===== src/rtl/fcp_defs.svh =====
/*
 * Constants of the framed command engine: frame layout, timing, limits,
 * reset values and the fixed answer values.
 * Assumes inclusion by bare name from every design file that needs them.
 */
`ifndef FCP_DEFS_SVH
`define FCP_DEFS_SVH

`define FCP_FRAME_BYTES 4'hc
`define FCP_LAST_BYTE 4'hb
`define FCP_CK_LSB 88
`define FCP_RSV_LSB 80
`define FCP_PAR_LSB 16
`define FCP_CLK_PERIOD_NS 25
`define FCP_BYTE_TIMEOUT_NS 1000000
`define FCP_TIMEOUT_CYCLES (`FCP_BYTE_TIMEOUT_NS / `FCP_CLK_PERIOD_NS)

`define FCP_ROM_WORDS 6'h20
`define FCP_SERIAL_BASE 5'h00
`define FCP_NAME_BASE 5'h10
`define FCP_SERIAL_LEN 64'h6
`define FCP_NAME_LEN 64'h9
`define FCP_CRC_INIT 16'hffff
`define FCP_CRC_POLY 16'h1021

// Identity and version values are arbitrary.
`define FCP_DEVICE_ID 64'h0000_0000_0000_0a5a
`define FCP_HW_VERSION 24'h01_00_00
`define FCP_SW_VERSION 24'h01_00_00
`define FCP_VOL_PER_STEP 64'h0

`define FCP_VOL_MIN 64'h0
`define FCP_VOL_MAX 64'hfff
`define FCP_PW_MIN 64'h1
`define FCP_PW_MAX 64'h7fff_ffff
`define FCP_RR_MIN 64'h1
`define FCP_RR_MAX 64'h7fff_ffff
`define FCP_SHOTS_MIN 64'h1
`define FCP_SHOTS_MAX 64'h7fff_ffff
`define FCP_OC_MIN 64'h0
`define FCP_OC_MAX 64'hfff
`define FCP_TEMP_MIN 16'h0000
`define FCP_TEMP_MAX 16'h0064
`define FCP_LSTAT_MAX 64'h7fff_ffff

`define FCP_VOL_RST 12'h000
`define FCP_PW_RST 32'h0000_0064
`define FCP_RR_RST 32'h0000_03e8
`define FCP_SHOTS_RST 32'h0000_0001
`define FCP_OC_RST 12'hfff
`define FCP_TEMP_RST 16'h0032
`define FCP_UMIN_RST 12'h000
`define FCP_LSTAT_RST 32'h0000_0000

`endif


===== src/rtl/fcp_pkg.sv =====
/*
 * Types of the framed command engine: states, command and answer codes.
 * Assumes nothing of its surroundings.
 */
package fcp_pkg;

	typedef enum {ST_CRC, ST_RX, ST_DECODE, ST_ANSWER, ST_TX} fcp_state_t;

	typedef enum logic [15:0] {
		CMD_PING = 16'hfe01, CMD_IDENT = 16'hfe02, CMD_HW_VER = 16'hfe06,
		CMD_SW_VER = 16'hfe07, CMD_SERIAL = 16'hfe08, CMD_NAME = 16'hfe09,
		CMD_CRC = 16'hfe0a, CMD_RESET = 16'hfe0e, CMD_RESEND = 16'hff11,
		Q_CPU_TEMP = 16'h0001, Q_DEV_TEMP = 16'h0002, Q_VOL_MIN = 16'h0003,
		Q_VOL_MAX = 16'h0004, Q_VOL_SET = 16'h0005, Q_VOL_ACT = 16'h0006,
		Q_VOL_STEP = 16'h0007, Q_CUR_VAL = 16'h0008, Q_LSTAT = 16'h0009,
		Q_DEV_ID = 16'h000a, Q_PW = 16'h000b, Q_PW_MIN = 16'h000c,
		Q_PW_MAX = 16'h000d, Q_RR = 16'h000e, Q_RR_MIN = 16'h000f,
		Q_RR_MAX = 16'h0010, Q_SHOTS = 16'h0011, Q_SHOTS_MIN = 16'h0012,
		Q_SHOTS_MAX = 16'h0013, Q_OC = 16'h0014, Q_OC_MIN = 16'h0015,
		Q_OC_MAX = 16'h0016, Q_OC_VAL = 16'h0017, Q_TEMP_OFF = 16'h001b,
		Q_TEMP_MIN = 16'h001c, Q_TEMP_MAX = 16'h001d, Q_UMIN = 16'h001e,
		Q_ERROR = 16'h001f, Q_DEV_NAME = 16'h0022, S_VOL = 16'h0030,
		S_LSTAT = 16'h0031, S_RR = 16'h0032, S_PW = 16'h0033,
		S_SHOTS = 16'h0034, S_OC = 16'h0035, S_TEMP_OFF = 16'h0036,
		S_UMIN = 16'h0038, S_CLR_ERR = 16'h0039, S_CAL = 16'h003a,
		S_DEFAULTS = 16'h003c
	} fcp_cmd_t;

	typedef enum logic [15:0] {
		RSP_PING = 16'hff01, RSP_IDENT = 16'hff02, RSP_HW_VER = 16'hff06,
		RSP_SW_VER = 16'hff07, RSP_SERIAL = 16'hff08, RSP_NAME = 16'hff09,
		RSP_CRC = 16'hff0a, RSP_RESET = 16'hff0b, RSP_CKSUM_FAULT = 16'hff10,
		RSP_BAD_PARAM = 16'hff12, RSP_UNKNOWN = 16'hff13,
		RSP_TEMP = 16'h0050, RSP_UMIN = 16'h0051, RSP_CURRENT = 16'h0052,
		RSP_VOLTAGE = 16'h0053, RSP_LSTAT = 16'h0054, RSP_DEV_ID = 16'h0055,
		RSP_PW = 16'h0056, RSP_RR = 16'h0057, RSP_SHOTS = 16'h0058,
		RSP_ERROR = 16'h0059, RSP_CLR_ERR = 16'h005a, RSP_CAL = 16'h005b,
		RSP_DEV_NAME = 16'h005c, RSP_DEFAULTS = 16'h0060
	} fcp_rsp_t;

endpackage


===== src/rtl/fcp_string_rom.sv =====
/*
 * Read-only store of the serial number and device name strings.
 * Assumes a synchronous reader: data appear one clock after the address.
 */
`timescale 1ns/100ps
`include "fcp_defs.svh"
module fcp_string_rom
	import fcp_pkg::*;
(
	input wire logic i_clk,
	input wire logic i_rstn,
	input wire logic [4:0] i_addr,
	output logic [7:0] o_data
);

	localparam int SER_LEN = 6;
	localparam int NAME_LEN = 9;
	localparam logic [8*SER_LEN-1:0] SER_TXT = "FC0001";
	localparam logic [8*NAME_LEN-1:0] NAME_TXT = "PULSECTRL";

	// The first character of each string sits at its base address.
	function automatic logic [7:0] rom_word(input logic [4:0] a);
		logic [7:0] b;
		int i;
		b = 8'h00;
		i = int'(a[3:0]);
		if (!a[4] && i < SER_LEN)
			b = SER_TXT[8*(SER_LEN-1-i) +: 8];
		else if (a[4] && i < NAME_LEN)
			b = NAME_TXT[8*(NAME_LEN-1-i) +: 8];
		return b;
	endfunction

	always_ff @(posedge i_clk or negedge i_rstn)
	begin
		if (!i_rstn)
			o_data <= 8'h00;
		else
			o_data <= rom_word(i_addr);
	end

endmodule


===== src/rtl/fcp_frame_engine.sv =====
/*
 * Framed command engine: takes 12-byte command frames, checks them,
 * executes the command against its own settings and answers with a frame.
 * Assumes byte streams on the same clock with valid/ready handshakes.
 */
// Behaviour
// - Frames are 12 contiguous bytes, gaps time out
// - Command and parameter travel least significant first
// - Eleventh byte reserved zero, twelfth is checksum
// - Checksum is XOR of first eleven bytes
// - Every received frame gets a full answer frame
// - Bad parameter answers with bad_parameter_reply
// - Unknown command answers with unknown_command_reply
// - Checksum mismatch answers checksum_fault_reply, no execution
// - Resend request repeats the most recent frame
// - Presence check reinitialises link, answers zero; here it only answers, no link state is reset
// - Identify returns device identifier, no state change
// - Versions answer major, minor, revision bytes
// - Serial query: zero gives length, else character
// - Name query works like the serial query
// - Memory query returns CRC16 over program memory
// - Software reset restores power-on state, acknowledged
// - Device queries and settings answer fixed codes
// - Out of range settings rejected, else echoed
`timescale 1ns/100ps
`include "fcp_defs.svh"
module fcp_frame_engine
	import fcp_pkg::*;
#(
	parameter int unsigned TIMEOUT_CYCLES = `FCP_TIMEOUT_CYCLES
)
(
	input wire logic i_clk,
	input wire logic i_rstn,
	input wire logic i_rx_valid,
	input wire logic [7:0] i_rx_data,
	output logic o_rx_ready,
	output logic o_tx_valid,
	output logic [7:0] o_tx_data,
	input wire logic i_tx_ready,
	input wire logic [15:0] i_cpu_temp,
	input wire logic [15:0] i_dev_temp,
	input wire logic [11:0] i_vol_act,
	input wire logic [31:0] i_cur_val,
	input wire logic [31:0] i_overcur_val,
	input wire logic [31:0] i_dev_id,
	input wire logic [31:0] i_err_set,
	output logic [11:0] o_vol_set,
	output logic [31:0] o_lstat,
	output logic [31:0] o_reprate,
	output logic [31:0] o_pulse_width,
	output logic [31:0] o_shots,
	output logic [11:0] o_overcur,
	output logic [15:0] o_temp_off,
	output logic [11:0] o_umin,
	output logic [31:0] o_err,
	output logic o_cal_start,
	output logic o_frame_drop
);

	function automatic logic [7:0] frame_xor(input logic [87:0] f);
		logic [7:0] x;
		x = 8'h00;
		for (int i = 0; i < 11; i++)
			x ^= f[i*8 +: 8];
		return x;
	endfunction

	function automatic logic [95:0] build_frame(input logic [15:0] c, input logic [63:0] p);
		return {frame_xor({8'h00, p, c}), 8'h00, p, c};
	endfunction

	function automatic logic in_range(input logic [63:0] v, input logic [63:0] lo,
		input logic [63:0] hi);
		return (v >= lo) && (v <= hi);
	endfunction

	function automatic logic [15:0] crc_step(input logic [15:0] c, input logic [7:0] d);
		logic [15:0] r;
		r = c ^ {d, 8'h00};
		for (int i = 0; i < 8; i++)
			r = r[15] ? ((r << 1) ^ `FCP_CRC_POLY) : (r << 1);
		return r;
	endfunction

	fcp_state_t st_q;
	logic rx_accept;
	logic [3:0] rx_idx_q;
	wire [95:0] rx_buf;
	logic [31:0] gap_q;
	logic [15:0] rx_cmd;
	logic [63:0] rx_par;
	logic ck_bad;
	logic [95:0] tx_sr_q;
	logic [3:0] tx_cnt_q;
	logic [15:0] ans_cmd_q;
	logic [15:0] ans_cmd_d;
	logic [63:0] ans_par_q;
	logic [63:0] ans_par_d;
	logic par_bad;
	logic set_req;
	logic set_ok;
	logic soft_rst;
	logic rst_def;
	logic clr_err;
	logic cal_go;
	logic crc_pend_q;
	logic [5:0] crc_cnt_q;
	logic [15:0] crc_q;
	logic [15:0] crc_val_q;
	logic [4:0] rom_addr;
	logic [7:0] rom_data;
	logic [63:0] str_len;
	logic [63:0] str_val;
	logic str_bad;
	logic zp_bad;

	assign rx_accept = i_rx_valid && o_rx_ready;
	assign o_rx_ready = (st_q == ST_RX);
	assign o_tx_valid = (st_q == ST_TX);
	assign o_tx_data = tx_sr_q[7:0];
	assign rx_cmd = rx_buf[15:0];
	assign rx_par = rx_buf[`FCP_RSV_LSB-1:`FCP_PAR_LSB];
	assign ck_bad = frame_xor(rx_buf[87:0]) != rx_buf[`FCP_CK_LSB +: 8];
	assign zp_bad = (rx_par != 64'h0);

	////////////////////////////////////////////////////////////////////////////

	always_ff @(posedge i_clk or negedge i_rstn)
	begin
		if (!i_rstn)
			st_q <= ST_CRC;
		else
			case (st_q)
				ST_CRC: if (crc_cnt_q == `FCP_ROM_WORDS) st_q <= ST_RX;
				ST_RX: if (rx_accept && rx_idx_q == `FCP_LAST_BYTE) st_q <= ST_DECODE;
				ST_DECODE: st_q <= ST_ANSWER;
				ST_ANSWER: st_q <= ST_TX;
				ST_TX:
					if (i_tx_ready && tx_cnt_q == `FCP_LAST_BYTE)
						st_q <= crc_pend_q ? ST_CRC : ST_RX;
				default: st_q <= ST_RX;
			endcase
	end

	// Byte position and gap timer; a stalled frame is dropped whole.
	always_ff @(posedge i_clk or negedge i_rstn)
	begin
		if (!i_rstn)
		begin
			rx_idx_q <= 4'h0;
			gap_q <= 32'h0;
			o_frame_drop <= 1'b0;
		end
		else
		begin
			o_frame_drop <= 1'b0;
			if (st_q != ST_RX)
			begin
				rx_idx_q <= 4'h0;
				gap_q <= 32'h0;
			end
			else if (rx_accept)
			begin
				rx_idx_q <= (rx_idx_q == `FCP_LAST_BYTE) ? 4'h0 : rx_idx_q + 4'h1;
				gap_q <= 32'h0;
			end
			else if (rx_idx_q != 4'h0)
			begin
				if (gap_q == 32'(TIMEOUT_CYCLES - 1))
				begin
					rx_idx_q <= 4'h0;
					gap_q <= 32'h0;
					o_frame_drop <= 1'b1;
				end
				else
					gap_q <= gap_q + 32'h1;
			end
		end
	end

	generate
		for (genvar g = 0; g < 12; g++)
		begin : g_rx_byte
			logic [7:0] byte_q;
			always_ff @(posedge i_clk or negedge i_rstn)
			begin
				if (!i_rstn)
					byte_q <= 8'h00;
				else if (rx_accept && rx_idx_q == 4'(g))
					byte_q <= i_rx_data;
			end
			assign rx_buf[g*8 +: 8] = byte_q;
		end
	endgenerate

	////////////////////////////////////////////////////////////////////////////

	// Program memory check, run after power-on and after a software reset.
	always_ff @(posedge i_clk or negedge i_rstn)
	begin
		if (!i_rstn)
		begin
			crc_cnt_q <= 6'h00;
			crc_q <= `FCP_CRC_INIT;
			crc_val_q <= 16'h0000;
		end
		else if (st_q != ST_CRC)
		begin
			crc_cnt_q <= 6'h00;
			crc_q <= `FCP_CRC_INIT;
		end
		else
		begin
			crc_cnt_q <= crc_cnt_q + 6'h01;
			if (crc_cnt_q != 6'h00)
				crc_q <= crc_step(crc_q, rom_data);
			if (crc_cnt_q == `FCP_ROM_WORDS)
				crc_val_q <= crc_step(crc_q, rom_data);
		end
	end

	always_comb
	begin
		if (st_q == ST_CRC)
			rom_addr = crc_cnt_q[4:0];
		else if (rx_cmd == CMD_SERIAL)
			rom_addr = `FCP_SERIAL_BASE + (rx_par[4:0] - 5'h01);
		else
			rom_addr = `FCP_NAME_BASE + (rx_par[4:0] - 5'h01);
	end

	fcp_string_rom u_rom (
		.i_clk(i_clk),
		.i_rstn(i_rstn),
		.i_addr(rom_addr),
		.o_data(rom_data)
	);

	assign str_len = (rx_cmd == CMD_SERIAL) ? `FCP_SERIAL_LEN : `FCP_NAME_LEN;
	assign str_val = (rx_par == 64'h0) ? str_len : {56'h0, rom_data};
	assign str_bad = (rx_par > str_len);

	////////////////////////////////////////////////////////////////////////////

	always_comb
	begin
		{ans_cmd_d, ans_par_d} = {RSP_UNKNOWN, 64'h0};
		par_bad = 1'b0;
		set_req = 1'b0;
		soft_rst = 1'b0;
		rst_def = 1'b0;
		clr_err = 1'b0;
		cal_go = 1'b0;
		if (ck_bad)
			ans_cmd_d = RSP_CKSUM_FAULT;
		else
		begin
			case (rx_cmd)
				CMD_PING: {ans_cmd_d, par_bad} = {RSP_PING, zp_bad};
				CMD_IDENT: {ans_cmd_d, ans_par_d, par_bad} = {RSP_IDENT, `FCP_DEVICE_ID, zp_bad};
				CMD_HW_VER: {ans_cmd_d, ans_par_d, par_bad} =
					{RSP_HW_VER, 40'h0, `FCP_HW_VERSION, zp_bad};
				CMD_SW_VER: {ans_cmd_d, ans_par_d, par_bad} =
					{RSP_SW_VER, 40'h0, `FCP_SW_VERSION, zp_bad};
				CMD_SERIAL: {ans_cmd_d, ans_par_d, par_bad} = {RSP_SERIAL, str_val, str_bad};
				CMD_NAME: {ans_cmd_d, ans_par_d, par_bad} = {RSP_NAME, str_val, str_bad};
				Q_DEV_NAME: {ans_cmd_d, ans_par_d, par_bad} = {RSP_DEV_NAME, str_val, str_bad};
				CMD_CRC: {ans_cmd_d, ans_par_d, par_bad} = {RSP_CRC, 48'h0, crc_val_q, zp_bad};
				CMD_RESET:
				begin
					{ans_cmd_d, par_bad} = {RSP_RESET, zp_bad};
					soft_rst = !zp_bad;
				end
				CMD_RESEND: {ans_cmd_d, ans_par_d} = {ans_cmd_q, ans_par_q};
				Q_CPU_TEMP: {ans_cmd_d, ans_par_d} = {RSP_TEMP, {48{i_cpu_temp[15]}}, i_cpu_temp};
				Q_DEV_TEMP: {ans_cmd_d, ans_par_d} = {RSP_TEMP, {48{i_dev_temp[15]}}, i_dev_temp};
				Q_VOL_MIN: {ans_cmd_d, ans_par_d} = {RSP_VOLTAGE, `FCP_VOL_MIN};
				Q_VOL_MAX: {ans_cmd_d, ans_par_d} = {RSP_VOLTAGE, `FCP_VOL_MAX};
				Q_VOL_SET: {ans_cmd_d, ans_par_d} = {RSP_VOLTAGE, 52'h0, o_vol_set};
				Q_VOL_ACT: {ans_cmd_d, ans_par_d} = {RSP_VOLTAGE, 52'h0, i_vol_act};
				Q_VOL_STEP: {ans_cmd_d, ans_par_d} = {RSP_VOLTAGE, `FCP_VOL_PER_STEP};
				Q_CUR_VAL: {ans_cmd_d, ans_par_d} = {RSP_CURRENT, 32'h0, i_cur_val};
				Q_LSTAT: {ans_cmd_d, ans_par_d} = {RSP_LSTAT, 32'h0, o_lstat};
				Q_DEV_ID: {ans_cmd_d, ans_par_d} = {RSP_DEV_ID, 32'h0, i_dev_id};
				Q_PW: {ans_cmd_d, ans_par_d} = {RSP_PW, 32'h0, o_pulse_width};
				Q_PW_MIN: {ans_cmd_d, ans_par_d} = {RSP_PW, `FCP_PW_MIN};
				Q_PW_MAX: {ans_cmd_d, ans_par_d} = {RSP_PW, `FCP_PW_MAX};
				Q_RR: {ans_cmd_d, ans_par_d} = {RSP_RR, 32'h0, o_reprate};
				Q_RR_MIN: {ans_cmd_d, ans_par_d} = {RSP_RR, `FCP_RR_MIN};
				Q_RR_MAX: {ans_cmd_d, ans_par_d} = {RSP_RR, `FCP_RR_MAX};
				Q_SHOTS: {ans_cmd_d, ans_par_d} = {RSP_SHOTS, 32'h0, o_shots};
				Q_SHOTS_MIN: {ans_cmd_d, ans_par_d} = {RSP_SHOTS, `FCP_SHOTS_MIN};
				Q_SHOTS_MAX: {ans_cmd_d, ans_par_d} = {RSP_SHOTS, `FCP_SHOTS_MAX};
				Q_OC: {ans_cmd_d, ans_par_d} = {RSP_CURRENT, 52'h0, o_overcur};
				Q_OC_MIN: {ans_cmd_d, ans_par_d} = {RSP_CURRENT, `FCP_OC_MIN};
				Q_OC_MAX: {ans_cmd_d, ans_par_d} = {RSP_CURRENT, `FCP_OC_MAX};
				Q_OC_VAL: {ans_cmd_d, ans_par_d} = {RSP_CURRENT, 32'h0, i_overcur_val};
				Q_TEMP_OFF: {ans_cmd_d, ans_par_d} = {RSP_TEMP, {48{o_temp_off[15]}}, o_temp_off};
				Q_TEMP_MIN: {ans_cmd_d, ans_par_d} = {RSP_TEMP, 48'h0, `FCP_TEMP_MIN};
				Q_TEMP_MAX: {ans_cmd_d, ans_par_d} = {RSP_TEMP, 48'h0, `FCP_TEMP_MAX};
				Q_UMIN: {ans_cmd_d, ans_par_d} = {RSP_UMIN, 52'h0, o_umin};
				Q_ERROR: {ans_cmd_d, ans_par_d} = {RSP_ERROR, 32'h0, o_err};
				S_VOL: {ans_cmd_d, ans_par_d, set_req, par_bad} =
					{RSP_VOLTAGE, rx_par, 1'b1, !in_range(rx_par, `FCP_VOL_MIN, `FCP_VOL_MAX)};
				S_LSTAT: {ans_cmd_d, ans_par_d, set_req, par_bad} =
					{RSP_LSTAT, rx_par, 1'b1, !in_range(rx_par, 64'h0, `FCP_LSTAT_MAX)};
				S_RR: {ans_cmd_d, ans_par_d, set_req, par_bad} =
					{RSP_RR, rx_par, 1'b1, !in_range(rx_par, `FCP_RR_MIN, `FCP_RR_MAX)};
				S_PW: {ans_cmd_d, ans_par_d, set_req, par_bad} =
					{RSP_PW, rx_par, 1'b1, !in_range(rx_par, `FCP_PW_MIN, `FCP_PW_MAX)};
				S_SHOTS: {ans_cmd_d, ans_par_d, set_req, par_bad} =
					{RSP_SHOTS, rx_par, 1'b1, !in_range(rx_par, `FCP_SHOTS_MIN, `FCP_SHOTS_MAX)};
				S_OC: {ans_cmd_d, ans_par_d, set_req, par_bad} =
					{RSP_CURRENT, rx_par, 1'b1, !in_range(rx_par, `FCP_OC_MIN, `FCP_OC_MAX)};
				S_UMIN: {ans_cmd_d, ans_par_d, set_req, par_bad} =
					{RSP_VOLTAGE, rx_par, 1'b1, !in_range(rx_par, `FCP_VOL_MIN, `FCP_VOL_MAX)};
				S_TEMP_OFF:
				begin
					{ans_cmd_d, ans_par_d, set_req} = {RSP_TEMP, rx_par, 1'b1};
					par_bad = (rx_par[63:16] != 48'h0) ||
						($signed(rx_par[15:0]) < $signed(`FCP_TEMP_MIN)) ||
						($signed(rx_par[15:0]) > $signed(`FCP_TEMP_MAX));
				end
				S_CLR_ERR: {ans_cmd_d, par_bad, clr_err} = {RSP_CLR_ERR, zp_bad, !zp_bad};
				S_CAL: {ans_cmd_d, par_bad, cal_go} = {RSP_CAL, zp_bad, !zp_bad};
				S_DEFAULTS: {ans_cmd_d, par_bad, rst_def} = {RSP_DEFAULTS, zp_bad, !zp_bad};
				default: {ans_cmd_d, ans_par_d} = {RSP_UNKNOWN, 64'h0};
			endcase
			if (par_bad)
				{ans_cmd_d, ans_par_d} = {RSP_BAD_PARAM, 64'h0};
		end
	end

	assign set_ok = set_req && !par_bad && !ck_bad;

	////////////////////////////////////////////////////////////////////////////

	// Settings; a software reset or a defaults command restores reset values.
	always_ff @(posedge i_clk or negedge i_rstn)
	begin
		if (!i_rstn)
		begin
			o_vol_set <= `FCP_VOL_RST;
			o_lstat <= `FCP_LSTAT_RST;
			o_reprate <= `FCP_RR_RST;
			o_pulse_width <= `FCP_PW_RST;
			o_shots <= `FCP_SHOTS_RST;
			o_overcur <= `FCP_OC_RST;
			o_temp_off <= `FCP_TEMP_RST;
			o_umin <= `FCP_UMIN_RST;
		end
		else if (st_q == ST_ANSWER && !ck_bad && (soft_rst || rst_def))
		begin
			o_vol_set <= `FCP_VOL_RST;
			o_lstat <= `FCP_LSTAT_RST;
			o_reprate <= `FCP_RR_RST;
			o_pulse_width <= `FCP_PW_RST;
			o_shots <= `FCP_SHOTS_RST;
			o_overcur <= `FCP_OC_RST;
			o_temp_off <= `FCP_TEMP_RST;
			o_umin <= `FCP_UMIN_RST;
		end
		else if (st_q == ST_ANSWER && set_ok)
			case (rx_cmd)
				S_VOL: o_vol_set <= rx_par[11:0];
				S_LSTAT: o_lstat <= rx_par[31:0];
				S_RR: o_reprate <= rx_par[31:0];
				S_PW: o_pulse_width <= rx_par[31:0];
				S_SHOTS: o_shots <= rx_par[31:0];
				S_OC: o_overcur <= rx_par[11:0];
				S_TEMP_OFF: o_temp_off <= rx_par[15:0];
				S_UMIN: o_umin <= rx_par[11:0];
				default: o_umin <= o_umin;
			endcase
	end

	// Error bits are sticky; a new error in the clearing cycle survives.
	always_ff @(posedge i_clk or negedge i_rstn)
	begin
		if (!i_rstn)
		begin
			o_err <= 32'h0;
			o_cal_start <= 1'b0;
			crc_pend_q <= 1'b0;
		end
		else
		begin
			o_err <= (o_err & ~{32{st_q == ST_ANSWER && (clr_err || soft_rst)}}) | i_err_set;
			o_cal_start <= (st_q == ST_ANSWER) && cal_go;
			if (st_q == ST_ANSWER && soft_rst)
				crc_pend_q <= 1'b1;
			else if (st_q == ST_CRC)
				crc_pend_q <= 1'b0;
		end
	end

	// Answer frame: the last one is kept so a resend request can repeat it.
	always_ff @(posedge i_clk or negedge i_rstn)
	begin
		if (!i_rstn)
		begin
			tx_sr_q <= 96'h0;
			tx_cnt_q <= 4'h0;
			ans_cmd_q <= 16'h0000;
			ans_par_q <= 64'h0;
		end
		else if (st_q == ST_ANSWER)
		begin
			tx_sr_q <= build_frame(ans_cmd_d, ans_par_d);
			tx_cnt_q <= 4'h0;
			ans_cmd_q <= ans_cmd_d;
			ans_par_q <= ans_par_d;
		end
		else if (st_q == ST_TX && i_tx_ready)
		begin
			tx_sr_q <= {8'h00, tx_sr_q[95:8]};
			tx_cnt_q <= tx_cnt_q + 4'h1;
		end
	end
endmodule


===== config.mk =====
export PLATFORM = sky130hd
export DESIGN_NAME = fcp_frame_engine
export DESIGN_NICKNAME = d
export VERILOG_FILES = /design/src/rtl/fcp_pkg.sv /design/src/rtl/fcp_string_rom.sv /design/src/rtl/fcp_frame_engine.sv
export VERILOG_INCLUDE_DIRS = /design/src /design/src/rtl
export SDC_FILE = /design/constraint.sdc
export NUM_CORES = 1
export LEC_CHECK = 0
export BUFFER_PORTS_ARGS = -buffer_cell sky130_fd_sc_hd__buf_2
export CORE_MARGIN = 10
export CORE_UTILIZATION = 50
export CTS_CLUSTER_SIZE = 20
export DETAILED_ROUTE_END_ITERATION = 16
export PLACE_DENSITY_LB_ADDON = 0.08
export RECOVER_POWER = 100
export SYNTH_ARGS = -nofsm -noshare
export SYNTH_HDL_FRONTEND = slang
export SYNTH_SLANG_ARGS = --single-unit

===== constraint.sdc =====
create_clock -name i_clk -period 10.19 [get_ports i_clk]
set_input_delay 1.5285 -clock i_clk [delete_from_list [all_inputs] [get_ports i_clk]]
set_output_delay 1.5285 -clock i_clk [all_outputs]
set_load 0.005 [all_outputs]

==> flow_metrics.env <==
export IMPL_layout_min_cycle_time_ns=7.77
export IMPL_p_total_w=0.00859
export IMPL_fill_cells=5621
export IMPL_wirelength_mm=143
export IMPL_startpoint_type="flop"
export IMPL_status="finished with violations"
export IMPL_muxShareOfSynthArea_pct=5.51
export IMPL_yosys_register_bits=575
export IMPL_synth_cell_types=102
export IMPL_r2r_slack_ns=2.42
export IMPL_worst_pin_slew_ns=5.64
export IMPL_dr_pass1_iters=12
export IMPL_timing_setup_tns_ns=0
export IMPL_synth_nets=3487
export IMPL_dieArea_um2=72800
export IMPL_endpoint="o_shots[31]"
export IMPL_cts_setup_buffers=0
export IMPL_power_internal_w=0.00533
export IMPL_portBuffers=407
export IMPL_sw_frac_of_total_pct=38.0
export IMPL_crit_slowest_cell="nand3_1"
export IMPL_slowest_delay_ns=1.56
export IMPL_fin_worst_hold_slack_ns=0.474
export IMPL_p_sw_w=0.00326
export IMPL_synth_area_per_cell_um2=9.50
export IMPL_min_delay_path_class="reg2reg"
export IMPL_synth_compound_area_share_pct=15.8
export IMPL_worstPathArrival_ns=8.26
export IMPL_initial_utilization_pct=50.6
export IMPL_synth_seq_area_share_pct=46.3
export IMPL_antenna_left=0
export IMPL_first_iter_violations=4465
export IMPL_combPwrFrac_pct=34.3
export IMPL_die_x_um=270
export IMPL_maxCapViolCount=6
export IMPL_layout_drive_gt1_share_pct=16.3
export IMPL_synthSimpleGateAreaFrac_pct=21.2
export IMPL_nNetsFinal=3781
export IMPL_synth_fa_ha_area_share_pct=0.682
export IMPL_final_common_cell="nand2_1"
export IMPL_cts_buffers=66
export IMPL_drc=0
export IMPL_fp_dieH_um=270
export IMPL_viasPerCell=6.68
export IMPL_syn_area_um2=31200
export IMPL_path_clk_slew_ns=0.06
export IMPL_rsz0062_at_grt="no"
export IMPL_utilization_pct=57.8
export IMPL_max_slew_margin_pct=-276
export IMPL_worst_path_max_fanout=33
export IMPL_antenna_found_initial=13
export IMPL_grt_usage_pct=37.9
export IMPL_yosysWarnings=0
export IMPL_htree_levels=3
export IMPL_p_seq_share_pct=37.4
export IMPL_crit_buf_inv=2
export IMPL_gp_congestion=1.02
export IMPL_violations="max-capacitance violations, max-slew violations"
export IMPL_crit_path_cell_trace="or4_1, or3_1, nor2_1, inv_1, ha_1, o21ai_0, a21oi_1, o21ai_0, a31oi_1, nor2_1, nand4b_1, nor2_1, clkbuf_1, nand3_1, and3_1"
export IMPL_setup_violations=0
export IMPL_clock_latency_ns=0.62
export IMPL_clock_skew_ns=0.0241
export IMPL_cts_sink_count=575
export IMPL_num_rows=91
export IMPL_power_density_nw_per_um2=241
export IMPL_cts_resized=0
export IMPL_hold_buffers=0
export IMPL_grt_pass1_wl_mm=206
export IMPL_rr_endpoint="o_shots[31]"
export IMPL_fmax_ghz=0.129
export IMPL_final_hold_viol_count=0
export IMPL_synthXorXnorAreaFrac_pct=5.97
export IMPL_root_buffer="clkbuf_16"
export IMPL_grt_start_max_net_pins=175
export IMPL_core_um2=61700
export IMPL_peakVddDrop_v=0.000324
export IMPL_crit_start="g_rx_byte[0].byte_q[4]"
export IMPL_syn_inst=3286
export IMPL_worstSetupEndpointType="flop"
export IMPL_grt_pass1_vias=28856
export IMPL_drv_slew=283
export IMPL_cts_tree="done"
export IMPL_reg2reg_depth=15
export IMPL_vias=29883
export IMPL_synth_edf_count=0
export IMPL_cp_num_cells=15
export IMPL_final_cell_mix="nand2_1, dfrtp_1, nand3_1"
export IMPL_area_growth_pct=14.3
export IMPL_synth_top_family_by_area="simple AND/OR/NAND/NOR gates"
export IMPL_clock_path_buffers=3
export IMPL_async_reset_ff_share_pct=100
export IMPL_grt_overflow=0
export IMPL_dp_hpwl_mm=103
export IMPL_path_delay_family="simple AND/OR/NAND/NOR gates"
export IMPL_holdPathStages=1
export IMPL_leakagePower_nw=15.8
export IMPL_clkPwrFrac_pct=28.3
export IMPL_cp_common_cell="nor2_1"
export IMPL_ys_flop_type="dfrtp_1"
export IMPL_wire_per_inst_um=31.9
export IMPL_r2r_start="g_rx_byte[0].byte_q[4]"
export IMPL_period_share_pct=76.3
export IMPL_crit_type="reg2reg"
export IMPL_num_io_pins=408
export IMPL_cp_required_ns=10.68
==> per-layer routing <==
layer  routed length, µm  share of wire, %  global-route usage, %  vias up
li1                    -                 -                      -    12436
met1               54300                38                   49.6    14888
met2               62100                44                   56.6     2106
met3               16500                12                   9.53      445
met4                9650               6.8                   21.7        8
met5                  55             0.039                      0        -
==> power groups by stage <==
stage	combinational [W]	sequential, W	clock (W)
2_1_floorplan	0.00220	0.00292	0
4_1_cts	0.00292	0.00319	0.00244
5_1_grt	0.00315	0.00325	0.00255
3_5_place_dp	0.00291	0.00322	0
3_3_place_gp	0.00286	0.00320	0
6_report	0.00295	0.00321	0.00243
==> stage by stage <==
step / setup WS [ns] / cells / cell area (µm²)
6_report: 2.42 / 4475 / 35700
5_1_grt: 2.04 / 4474 / 35700
4_1_cts: 4.11 / 4468 / 36000
3_5_place_dp: 4.10 / 4349 / 33800
3_3_place_gp: 4.26 / 4349 / 33800
2_1_floorplan: 6.06 / 3286 / 31200
==> area by class of cell <==
type,count,area [µm²],share of cell area [%]
Inverter,27,101,0.284
Antenna cell,7,17.5,0.0491
Clock inverter,19,229,0.642
Tap cell,837,1050,2.94
Timing Repair Buffer,496,2450,6.87
Multi-Input combinational cell,2414,15400,43.2
Clock buffer,100,1970,5.53
Sequential cell,575,14400,40.5
==> cell families (layout without fill, tap and decap cells) <==
group | Yosys count | in the layout
AO/OA/AOI/OAI | 709 | 709
flip-flops | 575 | 575
AND/OR/NAND/NOR | 1345 | 1345
multiplexers | 159 | 159
other | 0 | 7
XOR/XNOR | 184 | 184
buffers and inverters | 297 | 642
adder cells (fa/ha/maj) | 17 | 17
==> synthesized netlist by cell type, types with 39 or more instances <==
master / count / area (µm²)
nand3_1: 238 / 1190
nand4_1: 47 / 294
nand2_1: 638 / 2390
a21o_1: 49 / 368
buf_2: 75 / 375
mux2i_1: 56 / 561
a21oi_1: 133 / 666
a22oi_1: 94 / 706
mux2_2: 103 / 1160
o22ai_1: 41 / 257
nor2_1: 133 / 499
dfrtp_1: 534 / 13400
o21ai_0: 136 / 681
nor4_1: 39 / 244
clkbuf_1: 139 / 522
xnor2_1: 120 / 1050
dfstp_2: 41 / 1080
xor2_1: 46 / 403
a222oi_1: 54 / 541
==> registers in the layout, summed over array words and instances, names as in the netlist, 12 cells and up <==
name / count
o_reprate: 32
g_rx_byte.byte_q: 96
o_overcur: 12
o_err: 32
o_pulse_width: 32
o_umin: 12
crc_val_q: 16
o_shots: 32
tx_sr_q: 96
gap_q: 32
ans_cmd_q: 16
crc_q: 16
o_vol_set: 12
o_lstat: 32
ans_par_q: 64
o_temp_off: 16
==> how the worst min path moves through the flow <==
stage	from	endpoint	slack (ns)
global placement	ans_cmd_q[12]	ans_cmd_q[12]	0.45
finish	ans_cmd_q[12]	ans_cmd_q[12]	0.47
floorplan	ans_cmd_q[12]	ans_cmd_q[12]	0.44
CTS	ans_cmd_q[12]	ans_cmd_q[12]	0.48
detailed placement	ans_cmd_q[12]	ans_cmd_q[12]	0.46
global route	ans_par_q[62]	ans_par_q[62]	0.50
Note: power is estimated with default switching activity, not from simulation.
